$ cat config.mk
export PLATFORM = sky130hd
export DESIGN_NAME = dtc_timer_top
export DESIGN_NICKNAME = d
export VERILOG_FILES = /design/src/verilog/dtc_pkg.sv /design/src/verilog/dtc_sync_edge.sv /design/src/verilog/dtc_prescaler.sv /design/src/verilog/dtc_timer_top.sv
export SDC_FILE = /design/constraint.sdc
export NUM_CORES = 1
export LEC_CHECK = 0
export BUFFER_PORTS_ARGS = -buffer_cell sky130_fd_sc_hd__buf_2
export CAP_MARGIN = 10
export CORE_MARGIN = 4
export CORE_UTILIZATION = 55
export DETAILED_ROUTE_END_ITERATION = 12
export PLACE_DENSITY_LB_ADDON = 0.1
export SYNTH_ARGS = -nofsm -noshare
export SYNTH_HDL_FRONTEND = slang
export SYNTH_HIERARCHICAL = 1
export SYNTH_SLANG_ARGS = --single-unit
$ cat constraint.sdc
create_clock -name i_ref_clk -period 4.2 [get_ports i_ref_clk]
set_clock_uncertainty 0.15 [all_clocks]
set_input_delay 0.42 -clock i_ref_clk [delete_from_list [all_inputs] [get_ports i_ref_clk]]
set_output_delay 0.42 -clock i_ref_clk [all_outputs]
set_load 0.1 [all_outputs]
$ cat src/verilog/dtc_pkg.sv
// Shared constants, register layouts and counting arithmetic for the dual timer block.
package dtc_pkg;

	// ------------------------------------------------------------------
	// Register addresses
	// ------------------------------------------------------------------
	localparam logic [7:0] ADDR_TIMER_CONTROL = 8'h88;
	localparam logic [7:0] ADDR_TIMER_MODE = 8'h89;
	localparam logic [7:0] ADDR_COUNT_LOW_ZERO = 8'h8a;
	localparam logic [7:0] ADDR_COUNT_LOW_ONE = 8'h8b;
	localparam logic [7:0] ADDR_COUNT_HIGH_ZERO = 8'h8c;
	localparam logic [7:0] ADDR_COUNT_HIGH_ONE = 8'h8d;
	localparam logic [7:0] ADDR_TIMER_CLOCK_SELECT = 8'h8e;

	localparam logic [7:0] REG_RESET = 8'h00;
	localparam logic [7:0] READ_UNMAPPED = 8'h00;
	localparam logic [1:0] RESERVED_READ = 2'h0;

	// ------------------------------------------------------------------
	// Mode and prescale encodings
	// ------------------------------------------------------------------
	localparam logic [1:0] MODE_COUNT13 = 2'h0;
	localparam logic [1:0] MODE_COUNT16 = 2'h1;
	localparam logic [1:0] MODE_RELOAD8 = 2'h2;
	localparam logic [1:0] MODE_SPLIT = 2'h3;

	localparam logic [1:0] PRESCALE_DIV12 = 2'h0;
	localparam logic [1:0] PRESCALE_DIV4 = 2'h1;
	localparam logic [1:0] PRESCALE_DIV48 = 2'h2;
	localparam logic [1:0] PRESCALE_EXT8 = 2'h3;

	localparam int unsigned DIV_SYS_12 = 12;
	localparam int unsigned DIV_SYS_4 = 4;
	localparam int unsigned DIV_SYS_48 = 48;
	localparam int unsigned DIV_EXT_8 = 8;

	// ------------------------------------------------------------------
	// Register layouts
	// ------------------------------------------------------------------
	typedef struct packed {
		logic overflow_flag_one;
		logic run_ctl_one;
		logic overflow_flag_zero;
		logic run_ctl_zero;
		logic ext_irq_flag_one;
		logic ext_irq_type_one;
		logic ext_irq_flag_zero;
		logic ext_irq_type_zero;
	} dtc_control_type;

	typedef struct packed {
		logic gate_ctl_one;
		logic count_select_one;
		logic [1:0] mode_sel_one;
		logic gate_ctl_zero;
		logic count_select_zero;
		logic [1:0] mode_sel_zero;
	} dtc_mode_type;

	typedef struct packed {
		logic [1:0] reserved;
		logic third_timer_high_clk_sel;
		logic third_timer_low_clk_sel;
		logic clk_sel_one;
		logic clk_sel_zero;
		logic [1:0] prescale_sel;
	} dtc_clock_select_type;

	typedef struct packed {
		logic [7:0] high;
		logic [7:0] low;
		logic overflow;
	} dtc_count_type;

	// ------------------------------------------------------------------
	// One counting step of a timer in modes 0, 1 and 2
	// ------------------------------------------------------------------
	function automatic dtc_count_type dtc_step(input logic [1:0] mode, input logic [7:0] high,
		input logic [7:0] low, input logic tick);
		dtc_count_type res;
		logic [5:0] low5;
		logic [8:0] low9;
		logic [8:0] high9;
		res.high = high;
		res.low = low;
		res.overflow = 1'b0;
		low5 = {1'b0, low[4:0]} + 6'h01;
		low9 = {1'b0, low} + 9'h001;
		high9 = {1'b0, high} + 9'h001;
		if (tick) begin
			case (mode)
				MODE_COUNT13: begin
					// Upper three bits of the low byte are left untouched.
					res.low = {low[7:5], low5[4:0]};
					if (low5[5]) begin
						res.high = high9[7:0];
						res.overflow = high9[8];
					end
				end
				MODE_COUNT16: begin
					res.low = low9[7:0];
					if (low9[8]) begin
						res.high = high9[7:0];
						res.overflow = high9[8];
					end
				end
				MODE_RELOAD8: begin
					res.low = low9[8] ? high : low9[7:0];
					res.overflow = low9[8];
				end
				default: begin
					res.overflow = 1'b0;
				end
			endcase
		end
		return res;
	endfunction : dtc_step

endpackage : dtc_pkg

$ cat src/verilog/dtc_sync_edge.sv
// Two-stage synchroniser with edge detection for asynchronous pins.
`timescale 1ns/10ps
module dtc_sync_edge #(
	parameter int unsigned WIDTH = 1
) (
	input wire logic i_ref_clk,
	input wire logic i_rst,
	input wire logic [WIDTH-1:0] i_async,
	output logic [WIDTH-1:0] o_level,
	output logic [WIDTH-1:0] o_rise,
	output logic [WIDTH-1:0] o_fall
);

	logic [WIDTH-1:0] meta_ff;
	logic [WIDTH-1:0] sync_ff;
	logic [WIDTH-1:0] last_ff;

	always_ff @(posedge i_ref_clk or posedge i_rst) begin
		if (i_rst) begin
			meta_ff <= '0;
			sync_ff <= '0;
			last_ff <= '0;
		end else begin
			meta_ff <= i_async;
			sync_ff <= meta_ff;
			last_ff <= sync_ff;
		end
	end

	assign o_level = sync_ff;
	assign o_rise = sync_ff & ~last_ff;
	assign o_fall = last_ff & ~sync_ff;

endmodule : dtc_sync_edge

$ cat src/verilog/dtc_prescaler.sv
// Shared prescaler producing divided system clock and external clock ticks.
`timescale 1ns/10ps
module dtc_prescaler
	import dtc_pkg::*;
#(
	parameter int unsigned CNT_W = 6
) (
	input wire logic i_ref_clk,
	input wire logic i_rst,
	input wire logic [1:0] i_prescale_sel,
	input wire logic i_ext_rise,
	output logic o_presc_tick,
	output logic o_div12_tick,
	output logic o_ext8_tick
);

	logic [CNT_W-1:0] cnt12_ff;
	logic [CNT_W-1:0] cnt4_ff;
	logic [CNT_W-1:0] cnt48_ff;
	logic [CNT_W-1:0] cnt_ext_ff;
	logic div4_tick;
	logic div48_tick;

	function automatic logic [CNT_W-1:0] wrap_inc(input logic [CNT_W-1:0] cnt,
		input int unsigned div);
		if (cnt == CNT_W'(div - 1)) begin
			return '0;
		end
		return cnt + CNT_W'(1);
	endfunction : wrap_inc

	assign o_div12_tick = (cnt12_ff == CNT_W'(DIV_SYS_12 - 1));
	assign div4_tick = (cnt4_ff == CNT_W'(DIV_SYS_4 - 1));
	assign div48_tick = (cnt48_ff == CNT_W'(DIV_SYS_48 - 1));
	// The external clock edges are already synchronised, so this tick is system-clock aligned.
	assign o_ext8_tick = i_ext_rise && (cnt_ext_ff == CNT_W'(DIV_EXT_8 - 1));

	always_ff @(posedge i_ref_clk or posedge i_rst) begin
		if (i_rst) begin
			cnt12_ff <= '0;
			cnt4_ff <= '0;
			cnt48_ff <= '0;
		end else begin
			cnt12_ff <= wrap_inc(cnt12_ff, DIV_SYS_12);
			cnt4_ff <= wrap_inc(cnt4_ff, DIV_SYS_4);
			cnt48_ff <= wrap_inc(cnt48_ff, DIV_SYS_48);
		end
	end

	always_ff @(posedge i_ref_clk or posedge i_rst) begin
		if (i_rst) begin
			cnt_ext_ff <= '0;
		end else if (i_ext_rise) begin
			cnt_ext_ff <= wrap_inc(cnt_ext_ff, DIV_EXT_8);
		end
	end

	always_comb begin
		case (i_prescale_sel)
			PRESCALE_DIV12: o_presc_tick = o_div12_tick;
			PRESCALE_DIV4: o_presc_tick = div4_tick;
			PRESCALE_DIV48: o_presc_tick = div48_tick;
			PRESCALE_EXT8: o_presc_tick = o_ext8_tick;
			default: o_presc_tick = 1'b0;
		endcase
	end

endmodule : dtc_prescaler

$ cat src/verilog/dtc_timer_top.sv
// Control, mode, clock-select and count registers for two counter/timers.
`timescale 1ns/10ps

module dtc_timer_top
	import dtc_pkg::*;
(
	input wire logic i_ref_clk,
	input wire logic i_rst,
	input wire logic [7:0] i_sfr_addr,
	input wire logic i_sfr_wr,
	input wire logic i_sfr_rd,
	input wire logic [7:0] i_sfr_wdata,
	output logic [7:0] o_sfr_rdata,
	input wire logic i_event_pin_zero,
	input wire logic i_event_pin_one,
	input wire logic i_ext_irq_in_zero,
	input wire logic i_ext_irq_in_one,
	input wire logic i_ext_clk,
	input wire logic i_ext_irq_pol_zero,
	input wire logic i_ext_irq_pol_one,
	input wire logic i_vector_timer_zero,
	input wire logic i_vector_timer_one,
	input wire logic i_vector_ext_zero,
	input wire logic i_vector_ext_one,
	input wire logic i_third_timer_split,
	input wire logic i_third_timer_ext_clk_sel,
	output logic o_overflow_flag_zero,
	output logic o_overflow_flag_one,
	output logic o_ext_irq_flag_zero,
	output logic o_ext_irq_flag_one,
	output logic o_timer_one_overflow,
	output logic o_third_high_tick,
	output logic o_third_low_tick
);

	// ------------------------------------------------------------------
	// Storage
	// ------------------------------------------------------------------
	dtc_control_type ctl_ff;
	dtc_mode_type mode_ff;
	dtc_clock_select_type cksel_ff;
	logic [7:0] low_zero_ff;
	logic [7:0] high_zero_ff;
	logic [7:0] low_one_ff;
	logic [7:0] high_one_ff;
	logic [7:0] rdata_ff;
	logic t1_ovf_pulse_ff;
	logic third_high_tick_ff;
	logic third_low_tick_ff;

	// ------------------------------------------------------------------
	// Pin synchronisation and prescaler
	// ------------------------------------------------------------------
	// Bit order: external clock, irq one, irq zero, event one, event zero.
	logic [4:0] pin_level;
	logic [4:0] pin_rise;
	logic [4:0] pin_fall;
	logic presc_tick;
	logic div12_tick;
	logic ext8_tick;

	dtc_sync_edge #(
		.WIDTH(5)
	) u_sync (
		.i_ref_clk(i_ref_clk),
		.i_rst(i_rst),
		.i_async({i_ext_clk, i_ext_irq_in_one, i_ext_irq_in_zero, i_event_pin_one,
			i_event_pin_zero}),
		.o_level(pin_level),
		.o_rise(pin_rise),
		.o_fall(pin_fall)
	);

	dtc_prescaler u_prescaler (
		.i_ref_clk(i_ref_clk),
		.i_rst(i_rst),
		.i_prescale_sel(cksel_ff.prescale_sel),
		.i_ext_rise(pin_rise[4]),
		.o_presc_tick(presc_tick),
		.o_div12_tick(div12_tick),
		.o_ext8_tick(ext8_tick)
	);

	// ------------------------------------------------------------------
	// Interrupt input qualification
	// ------------------------------------------------------------------
	logic irq_active_zero;
	logic irq_active_one;
	logic irq_edge_zero;
	logic irq_edge_one;

	// Polarity one means active high.
	assign irq_active_zero = (pin_level[2] == i_ext_irq_pol_zero);
	assign irq_active_one = (pin_level[3] == i_ext_irq_pol_one);
	assign irq_edge_zero = i_ext_irq_pol_zero ? pin_rise[2] : pin_fall[2];
	assign irq_edge_one = i_ext_irq_pol_one ? pin_rise[3] : pin_fall[3];

	// ------------------------------------------------------------------
	// Run, gate and clock source selection
	// ------------------------------------------------------------------
	logic split_zero;
	logic run_zero;
	logic run_one;
	logic src_zero;
	logic src_one;
	logic tick_zero;
	logic tick_one;
	logic tick_high_split;

	assign split_zero = (mode_ff.mode_sel_zero == MODE_SPLIT);

	assign run_zero = ctl_ff.run_ctl_zero &&
		(!mode_ff.gate_ctl_zero || irq_active_zero);

	// While timer zero is split, timer one ignores its run bit; only its gate and its mode stop it.
	assign run_one = (split_zero || ctl_ff.run_ctl_one) &&
		(!mode_ff.gate_ctl_one || irq_active_one) &&
		(mode_ff.mode_sel_one != MODE_SPLIT);

	assign src_zero = mode_ff.count_select_zero ? pin_fall[0] :
		(cksel_ff.clk_sel_zero ? 1'b1 : presc_tick);

	// Timer one cannot take external events while timer zero is split.
	assign src_one = (mode_ff.count_select_one && !split_zero) ? pin_fall[1] :
		(cksel_ff.clk_sel_one ? 1'b1 : presc_tick);

	assign tick_zero = run_zero && src_zero;
	assign tick_one = run_one && src_one;

	// The split high byte is a pure timer gated by timer one's run bit.
	assign tick_high_split = ctl_ff.run_ctl_one &&
		(cksel_ff.clk_sel_zero ? 1'b1 : presc_tick);

	// ------------------------------------------------------------------
	// Counting
	// ------------------------------------------------------------------
	dtc_count_type step_zero;
	dtc_count_type step_one;
	logic [8:0] split_low;
	logic [8:0] split_high;
	dtc_count_type nxt_zero;
	logic ovf_zero;
	logic ovf_one_flag;

	assign step_zero = dtc_step(mode_ff.mode_sel_zero, high_zero_ff, low_zero_ff, tick_zero);
	assign step_one = dtc_step(mode_ff.mode_sel_one, high_one_ff, low_one_ff, tick_one);
	assign split_low = {1'b0, low_zero_ff} + 9'h001;
	assign split_high = {1'b0, high_zero_ff} + 9'h001;

	always_comb begin
		nxt_zero = step_zero;
		if (split_zero) begin
			nxt_zero.low = tick_zero ? split_low[7:0] : low_zero_ff;
			nxt_zero.high = tick_high_split ? split_high[7:0] : high_zero_ff;
			nxt_zero.overflow = tick_zero && split_low[8];
		end
	end

	assign ovf_zero = nxt_zero.overflow;
	// Timer one's own overflow cannot reach its flag while timer zero is split.
	assign ovf_one_flag = split_zero ? (tick_high_split && split_high[8]) : step_one.overflow;

	// ------------------------------------------------------------------
	// Write decode
	// ------------------------------------------------------------------
	logic wr_ctl;
	logic wr_mode;
	logic wr_cksel;
	logic wr_low_zero;
	logic wr_high_zero;
	logic wr_low_one;
	logic wr_high_one;

	assign wr_ctl = i_sfr_wr && (i_sfr_addr == ADDR_TIMER_CONTROL);
	assign wr_mode = i_sfr_wr && (i_sfr_addr == ADDR_TIMER_MODE);
	assign wr_cksel = i_sfr_wr && (i_sfr_addr == ADDR_TIMER_CLOCK_SELECT);
	assign wr_low_zero = i_sfr_wr && (i_sfr_addr == ADDR_COUNT_LOW_ZERO);
	assign wr_high_zero = i_sfr_wr && (i_sfr_addr == ADDR_COUNT_HIGH_ZERO);
	assign wr_low_one = i_sfr_wr && (i_sfr_addr == ADDR_COUNT_LOW_ONE);
	assign wr_high_one = i_sfr_wr && (i_sfr_addr == ADDR_COUNT_HIGH_ONE);

	// ------------------------------------------------------------------
	// Control register: software write, vector clears, then hardware sets
	// ------------------------------------------------------------------
	dtc_control_type nxt_ctl;

	always_comb begin
		nxt_ctl = wr_ctl ? dtc_control_type'(i_sfr_wdata) : ctl_ff;
		if (i_vector_timer_one) begin
			nxt_ctl.overflow_flag_one = 1'b0;
		end
		if (ovf_one_flag) begin
			nxt_ctl.overflow_flag_one = 1'b1;
		end
		if (i_vector_timer_zero) begin
			nxt_ctl.overflow_flag_zero = 1'b0;
		end
		if (ovf_zero) begin
			nxt_ctl.overflow_flag_zero = 1'b1;
		end
		if (ctl_ff.ext_irq_type_one) begin
			if (i_vector_ext_one) begin
				nxt_ctl.ext_irq_flag_one = 1'b0;
			end
			if (irq_edge_one) begin
				nxt_ctl.ext_irq_flag_one = 1'b1;
			end
		end else begin
			nxt_ctl.ext_irq_flag_one = irq_active_one;
		end
		if (ctl_ff.ext_irq_type_zero) begin
			if (i_vector_ext_zero) begin
				nxt_ctl.ext_irq_flag_zero = 1'b0;
			end
			if (irq_edge_zero) begin
				nxt_ctl.ext_irq_flag_zero = 1'b1;
			end
		end else begin
			nxt_ctl.ext_irq_flag_zero = irq_active_zero;
		end
	end

	always_ff @(posedge i_ref_clk or posedge i_rst) begin
		if (i_rst) begin
			ctl_ff <= dtc_control_type'(REG_RESET);
		end else begin
			ctl_ff <= nxt_ctl;
		end
	end

	// ------------------------------------------------------------------
	// Mode and clock-select registers
	// ------------------------------------------------------------------
	always_ff @(posedge i_ref_clk or posedge i_rst) begin
		if (i_rst) begin
			mode_ff <= dtc_mode_type'(REG_RESET);
		end else if (wr_mode) begin
			mode_ff <= dtc_mode_type'(i_sfr_wdata);
		end
	end

	always_ff @(posedge i_ref_clk or posedge i_rst) begin
		if (i_rst) begin
			cksel_ff <= dtc_clock_select_type'(REG_RESET);
		end else if (wr_cksel) begin
			cksel_ff <= dtc_clock_select_type'({RESERVED_READ, i_sfr_wdata[5:0]});
		end
	end

	// ------------------------------------------------------------------
	// Count registers
	// ------------------------------------------------------------------
	always_ff @(posedge i_ref_clk or posedge i_rst) begin
		if (i_rst) begin
			low_zero_ff <= REG_RESET;
			high_zero_ff <= REG_RESET;
		end else begin
			low_zero_ff <= wr_low_zero ? i_sfr_wdata : nxt_zero.low;
			high_zero_ff <= wr_high_zero ? i_sfr_wdata : nxt_zero.high;
		end
	end

	always_ff @(posedge i_ref_clk or posedge i_rst) begin
		if (i_rst) begin
			low_one_ff <= REG_RESET;
			high_one_ff <= REG_RESET;
		end else begin
			low_one_ff <= wr_low_one ? i_sfr_wdata : step_one.low;
			high_one_ff <= wr_high_one ? i_sfr_wdata : step_one.high;
		end
	end

	// ------------------------------------------------------------------
	// Third timer clock ticks
	// ------------------------------------------------------------------
	logic third_ext_tick;
	logic third_low_src;
	logic third_high_src;

	assign third_ext_tick = i_third_timer_ext_clk_sel ? ext8_tick : div12_tick;
	assign third_low_src = cksel_ff.third_timer_low_clk_sel ? 1'b1 : third_ext_tick;
	// Outside split mode the high byte follows the low byte clock.
	assign third_high_src = !i_third_timer_split ? third_low_src :
		(cksel_ff.third_timer_high_clk_sel ? 1'b1 : third_ext_tick);

	always_ff @(posedge i_ref_clk or posedge i_rst) begin
		if (i_rst) begin
			third_low_tick_ff <= 1'b0;
			third_high_tick_ff <= 1'b0;
		end else begin
			third_low_tick_ff <= third_low_src;
			third_high_tick_ff <= third_high_src;
		end
	end

	// ------------------------------------------------------------------
	// Timer one overflow pulse for serial baud generation
	// ------------------------------------------------------------------
	always_ff @(posedge i_ref_clk or posedge i_rst) begin
		if (i_rst) begin
			t1_ovf_pulse_ff <= 1'b0;
		end else begin
			t1_ovf_pulse_ff <= step_one.overflow;
		end
	end

	// ------------------------------------------------------------------
	// Read path
	// ------------------------------------------------------------------
	logic [7:0] rd_value;

	always_comb begin
		case (i_sfr_addr)
			ADDR_TIMER_CONTROL: rd_value = ctl_ff;
			ADDR_TIMER_MODE: rd_value = mode_ff;
			ADDR_COUNT_LOW_ZERO: rd_value = low_zero_ff;
			ADDR_COUNT_LOW_ONE: rd_value = low_one_ff;
			ADDR_COUNT_HIGH_ZERO: rd_value = high_zero_ff;
			ADDR_COUNT_HIGH_ONE: rd_value = high_one_ff;
			ADDR_TIMER_CLOCK_SELECT: rd_value = {RESERVED_READ, cksel_ff[5:0]};
			default: rd_value = READ_UNMAPPED;
		endcase
	end

	always_ff @(posedge i_ref_clk or posedge i_rst) begin
		if (i_rst) begin
			rdata_ff <= REG_RESET;
		end else if (i_sfr_rd) begin
			rdata_ff <= rd_value;
		end
	end

	// ------------------------------------------------------------------
	// Outputs
	// ------------------------------------------------------------------
	assign o_sfr_rdata = rdata_ff;
	assign o_overflow_flag_zero = ctl_ff.overflow_flag_zero;
	assign o_overflow_flag_one = ctl_ff.overflow_flag_one;
	assign o_ext_irq_flag_zero = ctl_ff.ext_irq_flag_zero;
	assign o_ext_irq_flag_one = ctl_ff.ext_irq_flag_one;
	assign o_timer_one_overflow = t1_ovf_pulse_ff;
	assign o_third_high_tick = third_high_tick_ff;
	assign o_third_low_tick = third_low_tick_ff;

endmodule : dtc_timer_top

==> results.py <==
metrics = {
    "global_routing": {
        "grt_pass1_vias": 4773,
        "grt_max_degree": 39,
        "grtUsageTotal_pct": 25.71,
        "overflow": 0,
        "grt_pass1_wl_um": 25550,
        "antenna_found_initial": 0,
    },
    "drt": {
        "drtIter0Drc": 528,
        "dr.pass1.iters": 5,
        "wl_per_cell_um": 20.03,
        "dr_total_vias": 4972,
        "drc": 0,
        "drtAntennaViolNets": 0,
        "viasPerCell": 6.294,
        "routed_wl_um": 15830,
    },
    "place": {
        "dp_cells": 768,
        "placed_cell_area_um2": 6344,
        "dpl.hpwl_um": 11720,
        "io_buffers": 47,
        "gp_congestion": 0.9176,
    },
    "die": {
        "chipHeight_um": 113.0,
        "die_x_um": 113.0,
        "core_area_um2": 10790,
        "start_util_pct": 56.17,
        "num_rows": 38,
        "die_area_um2": 12770,
        "io_pins": 48,
    },
    "synth": {
        "syn_area_um2": 6062,
        "syn_inst": 610,
        "synth.avg_cell_area_um2": 9.938,
        "syn_nets": 659,
        "synth_warnings": 6,
    },
    "worst_setup_path": {
        "crit_path_end_kind": "register",
        "cp.arrival_ns": 3.52,
        "crit_type": "register to register",
        "start_kind": "register",
        "critPathMaxFanout": 14,
        "critPathRequiredTime_ns": 4.37,
    },
    "cells_and_area": {
        "final.fill_count": 899,
        "layout_commonest_cell": "dfrtp_1",
        "post_layout_nonfiller_instances": 790,
        "fin_area_um2": 6611,
        "final_cell_mix": "dfrtp_1, nand2_1, buf_2, nor2_1, o21ai_0",
        "area_delta_synth_final_pct": 9.061,
        "antenna_cells": 0,
        "nets": 694,
        "drive_above_1_share_pct": 19.23,
    },
    "sta": {
        "rsz0062_at_grt": "false",
        "min_period_over_period_pct": 79.68,
        "max_freq_mhz": 298.8,
        "slew_violations": 0,
        "fin_crit_ns": 3.347,
        "maxSlewHeadroom_pct": 41.32,
        "setup_viol": 0,
        "hold_viol": 0,
        "tightest_slew_ns": 0.8792,
        "fin_setup_tns_ns": 0,
    },
    "clock_tree": {
        "cts_root_buf": "clkbuf_8",
        "postCtsHoldBufs": 6,
        "cts.path.max_buffers": 2,
        "cts_setup_buffers": 0,
        "clkSinkCount": 104,
        "path_clk_slew_ns": 0.11,
        "cts_htree_levels": 3,
        "worstSkewPairLatency_ns": 0.40,
        "cts_tree": "done",
        "cts_resized": 0,
        "cts_made_buffers": 9,
    },
    "worst_hold_path": {
        "hold_class": "input port to register",
    },
    "run": {
        "cap_violations": 0,
    },
    "run_status": {
        "status": "finished, final reports clean",
    },
    "power": {
        "ir_drop_mv": 0.3026,
        "leakagePower_nw": 2.866,
        "p_per_area_nw_per_um2": 346.2,
    },
}
## final cells by class
type                            instances  area (um^2)  area share (%)
Sequential cell                       104         2603           39.36
Clock inverter                          7        83.83           1.268
Inverter                               32        120.1           1.817
Timing Repair Buffer                   56        317.8           4.807
Clock buffer                            9        123.9           1.874
Tap cell                              140        175.2           2.650
Multi-Input combinational cell        442         3188           48.22
## worst paths after layout
kind	start	end	slack (ns)	depth (start not counted)
min in group asynchronous	i_rst	u_sync/last_ff[4]	0.49	3
min	i_vector_timer_zero	o_overflow_flag_zero	0.06	2
max in group asynchronous	i_rst	low_zero_ff[7]	2.39	4
max reg2reg	u_prescaler/cnt48_ff[0]	high_one_ff[6]	0.85	10
min reg2reg	u_sync/meta_ff[1]	u_sync/o_level[1]	0.21	0
max	u_prescaler/cnt48_ff[0]	high_one_ff[6]	0.85	10
## flip-flops by register name, summed over array words and instances (netlist names), 4 cells and up
signal / count
u_sync/last_ff: 5
low_one_ff: 8
u_prescaler/cnt4_ff: 6
u_sync/meta_ff: 5
mode_ff: 8
u_sync/o_level: 5
o_sfr_rdata: 8
u_prescaler/cnt_ext_ff: 6
high_one_ff: 8
low_zero_ff: 8
ctl_ff: 4
u_prescaler/cnt48_ff: 6
high_zero_ff: 8
u_prescaler/cnt12_ff: 6
cksel_ff: 6
## metal layers
layer / GRT usage [%] / vias up / wire length, um
met1: 35.20 / 2411 / 6871
met4: 7.292 / 0 / 289
met5: 0 / - / 0
met3: 6.524 / 28 / 1202
met2: 40.84 / 203 / 7463
li1: - / 2330 / -
## per-stage QoR
stage | util (%) | hold slack [ns] | power, mW | setup slack, ns
5_1_grt | 61.26 | 0.04790 | 2.405 | 0.6087
6_report | 61.26 | 0.05527 | 2.289 | 0.8534
3_3_place_gp | 58.78 | 0.1823 | 1.612 | 1.048
4_1_cts | 61.26 | 0.04067 | 2.305 | 0.9130
3_5_place_dp | 58.78 | 0.1847 | 1.626 | 0.9321
2_1_floorplan | - | 0.1715 | 1.491 | 1.419
## critical path, cell delays in order (launching register included)
cell and delay, ns:
dfrtp_1 0.42, ha_1 0.24, nand3_2 0.12, nor3b_2 0.29
mux2i_1 0.12, mux2i_1 0.30, nor2_1 0.16, a221oi_2 0.31
o2111ai_2 0.39, or4_1 0.60, a31oi_1 0.17
## power by group
part	internal, mW	leakage (nW)	switching, mW
combinational	0.179	1.44	0.245
sequential	1.08	1.32	0.118
clock	0.289	0.108	0.382
total	1.54	2.87	0.744
Power figures use the tool's default switching activity.
